File: src/div_pkg.sv
// constants shared by the interrupt vectoring block
// Contract
// - vector slots sit four words apart; reset 0, nmi 4, software 8-60, 120-127 reserved.
// - reset vectors to slot 0 at priority 1; nmi priority 2; channel 5 lowest 16.
// - external pins 0-2 use slots 64/68/72, priorities 3-5, bits 0-2.
// - external pin 3 uses slot 96, priority 11, bit 8.
// - timer 0 uses slot 76, priority 6, bit 3.
// - serial 0 receive slot 80 priority 7 bit 4; transmit slot 84 priority 8 bit 5.
// - slot 88, bit 6 reserved unless dma control selects dma channel 0.
// - slot 92, bit 7 carries timer 1 unless dma control selects dma channel 1.
// - host port interrupt uses slot 100, priority 12, bit 9.
// - slot 104, bit 10 carries serial 1 receive unless dma control selects channel 2.
// - slot 108, bit 11 carries serial 1 transmit unless dma control selects channel 3.
// - dma channel 4 slot 112 bit 12; channel 5 slot 116 bit 13.
// - bits 15-14 of flag and mask registers are reserved, no source.
// - flag and mask registers share one bit layout, one source per bit.
// - the dma source select register is directly bus mapped.
package div_pkg;
  // ----------------------------------------
  // source layout, shared by flags and masks
  // ----------------------------------------
  localparam int         NUM_SRC   = 14;
  localparam int         NUM_EVT   = 4;
  localparam int         BIT_EXT0  = 0;
  localparam int         BIT_TMR0  = 3;
  localparam int         BIT_SR0RX = 4;
  localparam int         BIT_SR0TX = 5;
  localparam int         BIT_DMA0  = 6;
  localparam int         BIT_TMR1  = 7;
  localparam int         BIT_EXT3  = 8;
  localparam int         BIT_HOST  = 9;
  localparam int         BIT_SR1RX = 10;
  localparam int         BIT_SR1TX = 11;
  localparam int         BIT_DMA4  = 12;
  localparam int         BIT_DMA5  = 13;
  localparam logic [3:0] SRC_NMI   = 4'he;
  localparam logic [3:0] SRC_RST   = 4'hf;
  // ----------------------------------------
  // slots and priorities
  // ----------------------------------------
  localparam logic [6:0] RESET_SLOT = 7'h00;
  localparam logic [6:0] NMI_SLOT   = 7'h04;
  localparam logic [6:0] SOFT_BASE  = 7'h08;
  localparam logic [6:0] SRC_BASE   = 7'h40;
  localparam logic [6:0] RSVD_SLOT  = 7'h78;
  localparam logic [4:0] RESET_PRIO = 5'h01;
  localparam logic [4:0] NMI_PRIO   = 5'h02;
  localparam logic [4:0] SRC_PRIO   = 5'h03;
  localparam logic [4:0] SOFT_HWMAX = 5'h0d;
  localparam logic [4:0] SOFT_NMI   = 5'h10;
  localparam logic [4:0] SOFT_FIRST = 5'h11;
  localparam logic [4:0] SOFT_RESET = 5'h1f;
  // ----------------------------------------
  // dma source select bits
  // ----------------------------------------
  localparam int DSEL_CH0 = 0;
  localparam int DSEL_CH1 = 1;
  localparam int DSEL_CH2 = 2;
  localparam int DSEL_CH3 = 3;
  // ----------------------------------------
  // register word indices and reset values
  // ----------------------------------------
  localparam logic [2:0]  IDX_FLAGS = 3'h0;
  localparam logic [2:0]  IDX_MASK  = 3'h1;
  localparam logic [2:0]  IDX_DSEL  = 3'h2;
  localparam logic [2:0]  IDX_EVTS  = 3'h3;
  localparam logic [2:0]  IDX_EVTM  = 3'h4;
  localparam logic [2:0]  IDX_STAT  = 3'h5;
  localparam logic [2:0]  IDX_NONE  = 3'h7;
  localparam logic [13:0] FLAGS_RST = 14'h0000;
  localparam logic [13:0] MASK_RST  = 14'h0000;
  localparam logic [3:0]  DSEL_RST  = 4'h0;
  localparam logic [3:0]  EVT_RST   = 4'h0;
  localparam int          EVT_ACK   = 0;
  localparam int          EVT_SOFT  = 1;
  localparam int          EVT_RPIN  = 2;
  localparam int          EVT_NMI   = 3;
endpackage

File: src/div_pin_sync.sv
// two-flop synchroniser with assertion edge pulse for one pin
`timescale 1ns/1ns
`default_nettype none
module div_pin_sync #(
  parameter bit IDLE = 1'b1
) (
  // clock and reset
  input  wire logic clk,
  input  wire logic rstN,
  // pin and pulse
  input  wire logic pinIn,
  output logic      edgePulse
);
  typedef struct packed {
    logic meta;
    logic stab;
    logic prev;
    logic hit;
  } div_sync_s;

  div_sync_s s_q;
  div_sync_s s_d;

  // ----------------------------------------
  // next state
  // ----------------------------------------
  // meta feeds only stab; edge seen on stab/prev
  always_comb
  begin
    s_d      = s_q;
    s_d.meta = pinIn;
    s_d.stab = s_q.meta;
    s_d.prev = s_q.stab;
    s_d.hit  = (s_q.prev == IDLE) && (s_q.stab != IDLE);
  end

  // state register
  always_ff @(posedge clk or negedge rstN)
  begin
    if (!rstN)
    begin
      s_q <= '{meta: IDLE, stab: IDLE, prev: IDLE, hit: 1'b0};
    end
    else
    begin
      s_q <= s_d;
    end
  end

  assign edgePulse = s_q.hit;
endmodule // div_pin_sync
`default_nettype wire

File: src/div_top.sv
// interrupt vectoring, prioritisation and register slave
`timescale 1ns/1ns
`default_nettype none
module div_top (
  // clock and reset
  input  wire logic        clk,
  input  wire logic        arst_n,
  // register bus
  input  wire logic        hsel,
  input  wire logic [31:0] haddr,
  input  wire logic [1:0]  htrans,
  input  wire logic        hwrite,
  input  wire logic [2:0]  hsize,
  input  wire logic [31:0] hwdata,
  input  wire logic        hready,
  output logic             hreadyout,
  output logic             hresp,
  output logic [31:0]      hrdata,
  // pins, active low
  input  wire logic        hwResetPinN,
  input  wire logic        nmiN,
  input  wire logic [3:0]  extIrqN,
  // on-chip event pulses
  input  wire logic        timer0Irq,
  input  wire logic        timer1Irq,
  input  wire logic        serial0RxIrq,
  input  wire logic        serial0TxIrq,
  input  wire logic        serial1RxIrq,
  input  wire logic        serial1TxIrq,
  input  wire logic        hostPortIrq,
  input  wire logic [5:0]  dmaChIrq,
  // core side
  input  wire logic        softTrapReq,
  input  wire logic [4:0]  softTrapNum,
  input  wire logic        coreAck,
  output logic             vecValid,
  output logic [6:0]       vecAddr,
  output logic [4:0]       vecPrio,
  output logic             softVecValid,
  output logic [6:0]       softVecAddr,
  output logic             irq
);
  typedef struct packed {
    logic [13:0] flags;
    logic [13:0] mask;
    logic [3:0]  dmaSel;
    logic [3:0]  evtSts;
    logic [3:0]  evtMask;
    logic        resetPend;
    logic        nmiPend;
    logic        vecValid;
    logic [6:0]  vecAddr;
    logic [4:0]  vecPrio;
    logic [3:0]  vecSrc;
    logic        softValid;
    logic [6:0]  softAddr;
    logic        irq;
    logic        wrPend;
    logic        rdPend;
    logic [2:0]  regIdx;
    logic        hready;
    logic [31:0] hrdata;
  } div_state_s;

  div_state_s  s_q;
  div_state_s  s_d;
  logic [1:0]  rstSync_q;
  logic        rstN;
  logic [5:0]  pinN;
  logic [5:0]  pinHit;
  logic [13:0] srcEvt;
  logic [13:0] lowMask;

  // ----------------------------------------
  // reset release and pin synchronisers
  // ----------------------------------------
  // asynchronous assert, synchronous release
  always_ff @(posedge clk or negedge arst_n)
  begin
    if (!arst_n)
    begin
      rstSync_q <= 2'h0;
    end
    else
    begin
      rstSync_q <= {rstSync_q[0], 1'b1};
    end
  end

  assign rstN = rstSync_q[1];
  assign pinN = {hwResetPinN, nmiN, extIrqN};

  // one synchroniser per pin, falling edge gives a pulse
  for (genvar g = 0; g < 6; g++)
  begin : g_pin
    div_pin_sync #(
      .IDLE (1'b1)
    ) u_sync (
      .clk       (clk),
      .rstN      (rstN),
      .pinIn     (pinN[g]),
      .edgePulse (pinHit[g])
    );
  end

  // ----------------------------------------
  // source to bit routing
  // ----------------------------------------
  // one event vector, same layout as flags and masks
  always_comb
  begin
    srcEvt = 14'h0000;
    srcEvt[2:0] = pinHit[2:0];
    srcEvt[div_pkg::BIT_EXT3] = pinHit[3];
    srcEvt[div_pkg::BIT_TMR0] = timer0Irq;
    srcEvt[div_pkg::BIT_SR0RX] = serial0RxIrq;
    srcEvt[div_pkg::BIT_SR0TX] = serial0TxIrq;
    srcEvt[div_pkg::BIT_DMA0] = s_q.dmaSel[div_pkg::DSEL_CH0]
      & dmaChIrq[0];
    srcEvt[div_pkg::BIT_TMR1] = s_q.dmaSel[div_pkg::DSEL_CH1]
      ? dmaChIrq[1] : timer1Irq;
    srcEvt[div_pkg::BIT_HOST] = hostPortIrq;
    srcEvt[div_pkg::BIT_SR1RX] = s_q.dmaSel[div_pkg::DSEL_CH2]
      ? dmaChIrq[2] : serial1RxIrq;
    srcEvt[div_pkg::BIT_SR1TX] = s_q.dmaSel[div_pkg::DSEL_CH3]
      ? dmaChIrq[3] : serial1TxIrq;
    srcEvt[div_pkg::BIT_DMA4] = dmaChIrq[4];
    srcEvt[div_pkg::BIT_DMA5] = dmaChIrq[5];
  end

  // ----------------------------------------
  // next state
  // ----------------------------------------
  always_comb
  begin
    logic        take;
    logic        wrOk;
    logic [13:0] clr;
    logic [13:0] pend;
    logic [3:0]  evt;
    logic [3:0]  evtClr;
    logic [2:0]  idx;
    take   = 1'b0;
    wrOk   = 1'b0;
    clr    = 14'h0000;
    pend   = 14'h0000;
    evt    = 4'h0;
    evtClr = 4'h0;
    idx    = div_pkg::IDX_NONE;
    s_d    = s_q;

    // address phase decode
    take = hsel && htrans[1] && hready;
    if (haddr[31:5] == 27'h000_0000 && haddr[4:2] <= div_pkg::IDX_STAT)
    begin
      idx = haddr[4:2];
    end
    s_d.wrPend = take && hwrite && (hsize == 3'h2);
    s_d.regIdx = take ? idx : s_q.regIdx;

    // data phase writes; dma select is a plain mapped word
    wrOk = s_q.wrPend;
    if (wrOk && s_q.regIdx == div_pkg::IDX_FLAGS)
    begin
      clr = hwdata[13:0]; // write one to drop a flag
    end
    if (wrOk && s_q.regIdx == div_pkg::IDX_MASK)
    begin
      s_d.mask = hwdata[13:0];
    end
    if (wrOk && s_q.regIdx == div_pkg::IDX_DSEL)
    begin
      s_d.dmaSel = hwdata[3:0];
    end
    if (wrOk && s_q.regIdx == div_pkg::IDX_EVTS)
    begin
      evtClr = hwdata[3:0];
    end
    if (wrOk && s_q.regIdx == div_pkg::IDX_EVTM)
    begin
      s_d.evtMask = hwdata[3:0];
    end

    // reads take one wait state so writes are seen
    s_d.hready = 1'b1;
    s_d.rdPend = take && !hwrite;
    if (take && !hwrite)
    begin
      s_d.hready = 1'b0;
    end
    if (s_q.rdPend)
    begin
      case (s_q.regIdx)
        div_pkg::IDX_FLAGS: s_d.hrdata = {18'h0_0000, s_q.flags};
        div_pkg::IDX_MASK:  s_d.hrdata = {18'h0_0000, s_q.mask};
        div_pkg::IDX_DSEL:  s_d.hrdata = {28'h000_0000, s_q.dmaSel};
        div_pkg::IDX_EVTS:  s_d.hrdata = {28'h000_0000, s_q.evtSts};
        div_pkg::IDX_EVTM:  s_d.hrdata = {28'h000_0000, s_q.evtMask};
        div_pkg::IDX_STAT:  s_d.hrdata = {19'h0_0000, s_q.vecValid,
                                           s_q.vecPrio, s_q.vecAddr};
        default:            s_d.hrdata = 32'h0000_0000;
      endcase
    end

    // acceptance by the core clears the shown source
    if (coreAck && s_q.vecValid)
    begin
      evt[div_pkg::EVT_ACK] = 1'b1;
      if (s_q.vecSrc == div_pkg::SRC_RST)
      begin
        s_d.resetPend = 1'b0;
      end
      else if (s_q.vecSrc == div_pkg::SRC_NMI)
      begin
        s_d.nmiPend = 1'b0;
      end
      else
      begin
        clr[s_q.vecSrc] = 1'b1;
      end
    end

    // set wins over any clear in the same cycle
    s_d.flags = (s_q.flags & ~clr) | srcEvt;
    s_d.resetPend = s_d.resetPend | pinHit[5];
    s_d.nmiPend = s_d.nmiPend | pinHit[4];

    // lowest bit wins, then nmi, then reset above all
    pend = s_d.flags & s_d.mask;
    s_d.vecValid = 1'b0;
    s_d.vecSrc = 4'h0;
    s_d.vecAddr = div_pkg::RESET_SLOT;
    s_d.vecPrio = div_pkg::RESET_PRIO;
    for (int i = div_pkg::NUM_SRC - 1; i >= 0; i--)
    begin
      if (pend[i])
      begin
        s_d.vecValid = 1'b1;
        s_d.vecSrc = 4'(i);
        s_d.vecAddr = div_pkg::SRC_BASE + 7'(4 * i);
        s_d.vecPrio = div_pkg::SRC_PRIO + 5'(i);
      end
    end
    if (s_d.nmiPend)
    begin
      s_d.vecValid = 1'b1;
      s_d.vecSrc = div_pkg::SRC_NMI;
      s_d.vecAddr = div_pkg::NMI_SLOT;
      s_d.vecPrio = div_pkg::NMI_PRIO;
    end
    if (s_d.resetPend)
    begin
      s_d.vecValid = 1'b1;
      s_d.vecSrc = div_pkg::SRC_RST;
      s_d.vecAddr = div_pkg::RESET_SLOT;
      s_d.vecPrio = div_pkg::RESET_PRIO;
    end

    // software traps map a number to a slot, no mask
    s_d.softValid = 1'b0;
    s_d.softAddr = s_q.softAddr;
    if (softTrapReq)
    begin
      s_d.softValid = 1'b1;
      if (softTrapNum <= div_pkg::SOFT_HWMAX)
      begin
        s_d.softAddr = div_pkg::SRC_BASE + {softTrapNum, 2'b00};
      end
      else if (softTrapNum == div_pkg::SOFT_NMI)
      begin
        s_d.softAddr = div_pkg::NMI_SLOT;
      end
      else if (softTrapNum == div_pkg::SOFT_RESET)
      begin
        s_d.softAddr = div_pkg::RESET_SLOT;
      end
      else if (softTrapNum >= div_pkg::SOFT_FIRST)
      begin
        s_d.softAddr = div_pkg::SOFT_BASE
          + {softTrapNum - div_pkg::SOFT_FIRST, 2'b00};
      end
      else
      begin
        s_d.softValid = 1'b0; // numbers 14 and 15 have no slot
      end
    end

    // sticky block events and the level interrupt
    evt[div_pkg::EVT_SOFT] = s_d.softValid;
    evt[div_pkg::EVT_RPIN] = pinHit[5];
    evt[div_pkg::EVT_NMI] = pinHit[4];
    s_d.evtSts = (s_q.evtSts & ~evtClr) | evt;
    s_d.irq = |(s_d.evtSts & s_d.evtMask);
  end

  // state register
  always_ff @(posedge clk or negedge rstN)
  begin
    if (!rstN)
    begin
      s_q <= '{flags: div_pkg::FLAGS_RST, mask: div_pkg::MASK_RST,
               dmaSel: div_pkg::DSEL_RST, evtSts: div_pkg::EVT_RST,
               evtMask: div_pkg::EVT_RST, hready: 1'b1, default: '0};
    end
    else
    begin
      s_q <= s_d;
    end
  end

  // ----------------------------------------
  // outputs
  // ----------------------------------------
  assign hreadyout    = s_q.hready;
  assign hresp        = 1'b0;
  assign hrdata       = s_q.hrdata;
  assign vecValid     = s_q.vecValid;
  assign vecAddr      = s_q.vecAddr;
  assign vecPrio      = s_q.vecPrio;
  assign softVecValid = s_q.softValid;
  assign softVecAddr  = s_q.softAddr;
  assign irq          = s_q.irq;

  // ----------------------------------------
  // checks
  // ----------------------------------------
  assign lowMask = (14'h0001 << s_q.vecSrc) - 14'h0001;
endmodule // div_top
`default_nettype wire

File: config.mk
export PLATFORM = sky130hd
export DESIGN_NAME = div_top
export DESIGN_NICKNAME = d
export VERILOG_FILES = /design/src/div_pkg.sv /design/src/div_pin_sync.sv /design/src/div_top.sv
export SDC_FILE = /design/constraint.sdc
export NUM_CORES = 1
export LEC_CHECK = 0
export ABC_AREA = 1
export BUFFER_PORTS_ARGS = -buffer_cell sky130_fd_sc_hd__buf_2
export CAP_MARGIN = 20
export CORE_ASPECT_RATIO = 0.6
export CORE_MARGIN = 5
export CORE_UTILIZATION = 56
export DETAILED_ROUTE_END_ITERATION = 8
export PLACE_DENSITY_LB_ADDON = 0.1
export SLEW_MARGIN = 20
export SYNTH_ARGS = -nofsm -noshare
export SYNTH_HDL_FRONTEND = slang
export SYNTH_SLANG_ARGS = --single-unit
export TNS_END_PERCENT = 1
File: constraint.sdc
create_clock -name clk -period 6.7 [get_ports clk]
set_input_delay 1.005 -clock clk [delete_from_list [all_inputs] [get_ports clk]]
set_output_delay 1.005 -clock clk [all_outputs]
set_load 0.03 [all_outputs]
==> metrics <==
DR iter-0 viols 373; Clock power frac 0.354; Synth Cell Area 5300 µm²; reg-to-reg setup timing slack 4.17 ns; CTS max path bufs 2; power per standard cell area 257 nW/µm²; crit path cell chain buf_2, inv_1, ha_1, o41ai_2, nand2_1, nor2_2, nand2_1, nand2_2, nand2_1, nand2_1, nand4_1; FF-to-FF path depth 21; Setup violations, final 0; Lkg Pwr 3.04 nW; area occupied by multi-input gates 1950 µm²; CTS tree yes; Critical-path top delay cell o41ai_2; WP data required slightly below 7 ns; Storage cell area roughly 2800 µm²; Die X 136 µm; number of global-route vias before repair 4169; fin nets 786; crit path launch softTrapNum[1]; core area 9190 µm²; most frequent cells in the layout 151 x nand2_1, 111 x buf_2, 90 x dfrtp_1, 54 x inv_1, 48 x nor2_1; cts hold-fix bufs 0; Total GRT Usage 0.248; total gr overflow 0; Clk Latency, worst-skew pair 0.35 ns; FP Rows 27; r2r endpoint vecPrio[0]; P&R area growth vs syn 13.1%; type of origin of the critical path primary input; first-pass GRT wire length 21700 µm; unique cell type count in the Yosys netlist 48; Initial Util 0.577; Residual DRC 0; sw power 465 µW; # clock sinks between 100 and 150; Avg Cell Area, Syn 8.92 µm²; share of post-route cells with drive strength above 1 0.261; WP buf/inv 2; remaining antenna violation count 0; Flop pwr share 0.489; commonest non-fill, non-tap cell in the layout nand2_1; DIE AREA 11600 µm²; Die Span Y ~85 µm; critical path capture point type register; PortBufs 111; Mapped Cells 594; final slew viol count 0; Least-Margin Pin Slew 0.880 ns; Worst slew margin 0.413; period utilisation layout 0.407; CTS root buf clkbuf_16; CP delay by family, top simple AND/OR/NAND/NOR gates; router iterations before antenna repair 5; Seq cells post-synth 110; post-CTS resize count 0; post-synthesis sequential area ratio 0.524; DR vias/cell 5.26; largest net degree at the start of global routing 73; internal power between 1 and 1.5 mW; fmax 366 MHz; peak supply drop 0.221 mV; clock slew at reported path FFs around 0.070 ns; initial antenna violation count 0; post-CTS setup repair buffer count 0; WP data arrival 2.96 ns; worst stage delay on the critical path around 0.64 ns; RSZ-0062 raised after global routing no; CTS Buf Count 9; TNS Setup 0 ns; critical-path maximum fanout 8; Worst R2R Start vecValid; final core area utilization 0.652; most used cell, CP nand2_1; GP Congestion between 0.9 and 1; Tmin final 2.73 ns; clock skew between 0.005 and 0.006 ns; Hold Path Class register to async pin; fillers 797; status finished clean; Ant. Diodes 0; HPWL Detailed about 11000 µm; Setup CP Type primary input to register; logic gate share of total power 0.158; drt wl/cell 17.1 µm; wirelength, routed 14000 µm; vias 4291; # IOs 156; Yosys warnings 0; Clock H-tree levels 3; Sw Ratio 0.301; Hold Vio Cnt, Final 0; max-cap violations 0
==> cells in the mapped netlist, drive strengths merged <==
cell | count | share of area
a2111oi | 1 | 0.0019
a211oi | 1 | 0.0014
a21oi | 13 | 0.013
a221oi | 10 | 0.017
a22o | 1 | 0.0017
a22oi | 4 | 0.0057
a31o | 6 | 0.0099
a31oi | 3 | 0.0035
a41oi | 1 | 0.0017
buf | 55 | 0.078
clkbuf | 3 | 0.0021
clkinv | 1 | 0.00071
conb | 2 | 0.0014
dfrtp | 91 | 0.43
dfstp | 19 | 0.094
ha | 5 | 0.012
inv | 61 | 0.044
mux2i | 2 | 0.0038
nand2 | 161 | 0.12
nand3 | 19 | 0.021
nand4 | 9 | 0.011
nor2 | 52 | 0.042
nor3 | 4 | 0.0047
nor4 | 7 | 0.0083
o211ai | 2 | 0.0054
o21ai | 49 | 0.049
o21bai | 4 | 0.0057
o22ai | 2 | 0.0024
o31ai | 1 | 0.0014
o32ai | 1 | 0.0017
o41ai | 1 | 0.0031
xnor2 | 2 | 0.0033
xor2 | 1 | 0.0017
==> flip-flops by register name (all words and copies together), names as in the netlist <==
name,count
s_q,51
g_pin.u_sync.edgePulse,6
irq,1
hreadyout,1
vecPrio,5
hrdata,14
g_pin.u_sync.s_q,6
vecAddr,5
rstSync_q,2
g_pin.u_sync.s_d,12
softVecAddr,5
softVecValid,1
vecValid,1
==> cell families after synthesis <==
group           share of synthesized area
mux                               0.00378
flops                               0.524
fa+ha+maj                          0.0118
other cells                       0.00142
simple gates                        0.206
buf+inv                             0.124
xor+xnor                          0.00496
compound gates                      0.124
==> per-layer routing <==
layer | track usage | up-vias | share of wire
li1 | - | 2039 | -
met1 | 0.374 | 2032 | 0.47
met2 | 0.353 | 202 | 0.41
met3 | 0.0723 | 18 | 0.11
met4 | 0.0595 | 0 | 0.013
met5 | 0 | - | 0
==> how the worst max path moves through the flow <==
stage	to	slack (ns)	depth (start not counted)
5_1_grt	vecPrio[0]	3.78	22
6_report	irq	3.97	11
3_3_place_gp	irq	3.71	11
3_5_place_dp	irq	3.65	11
2_1_floorplan	g_pin[0].u_sync.edgePulse	3.44	0
4_1_cts	irq	4.02	11
==> metrics by stage <==
stage	power, mW	hold slack (ns)	setup WS (ns)	instances	area, µm²
2_1_floorplan	0.949	0.331	3.44	616	5380
3_3_place_gp	0.999	0.291	3.71	800	5690
3_5_place_dp	1.01	0.305	3.65	800	5690
4_1_cts	1.55	0.310	4.02	816	5990
5_1_grt	1.61	0.343	3.78	816	5990
6_report	1.54	0.290	3.97	816	5990
==> power groups by stage <==
| stage | registers (mW) | clock network, mW | logic (mW) |
|---|---|---|---|
| 5_1_grt | 0.760 | 0.585 | 0.270 |
| 3_3_place_gp | 0.763 | 0 | 0.236 |
| 2_1_floorplan | 0.756 | 0 | 0.193 |
| 3_5_place_dp | 0.765 | 0 | 0.241 |
| 4_1_cts | 0.752 | 0.555 | 0.242 |
| 6_report | 0.754 | 0.545 | 0.243 |
==> cell type report <==
cell class	instances	share of cell area
sequential	110	0.464
inverter	62	0.0393
timing repair buffer	112	0.0940
clock buffer	9	0.0376
clock inverter	7	0.0129
multi-input combinational	386	0.325
tap	130	0.0272
Power figures use the tool's default switching activity.
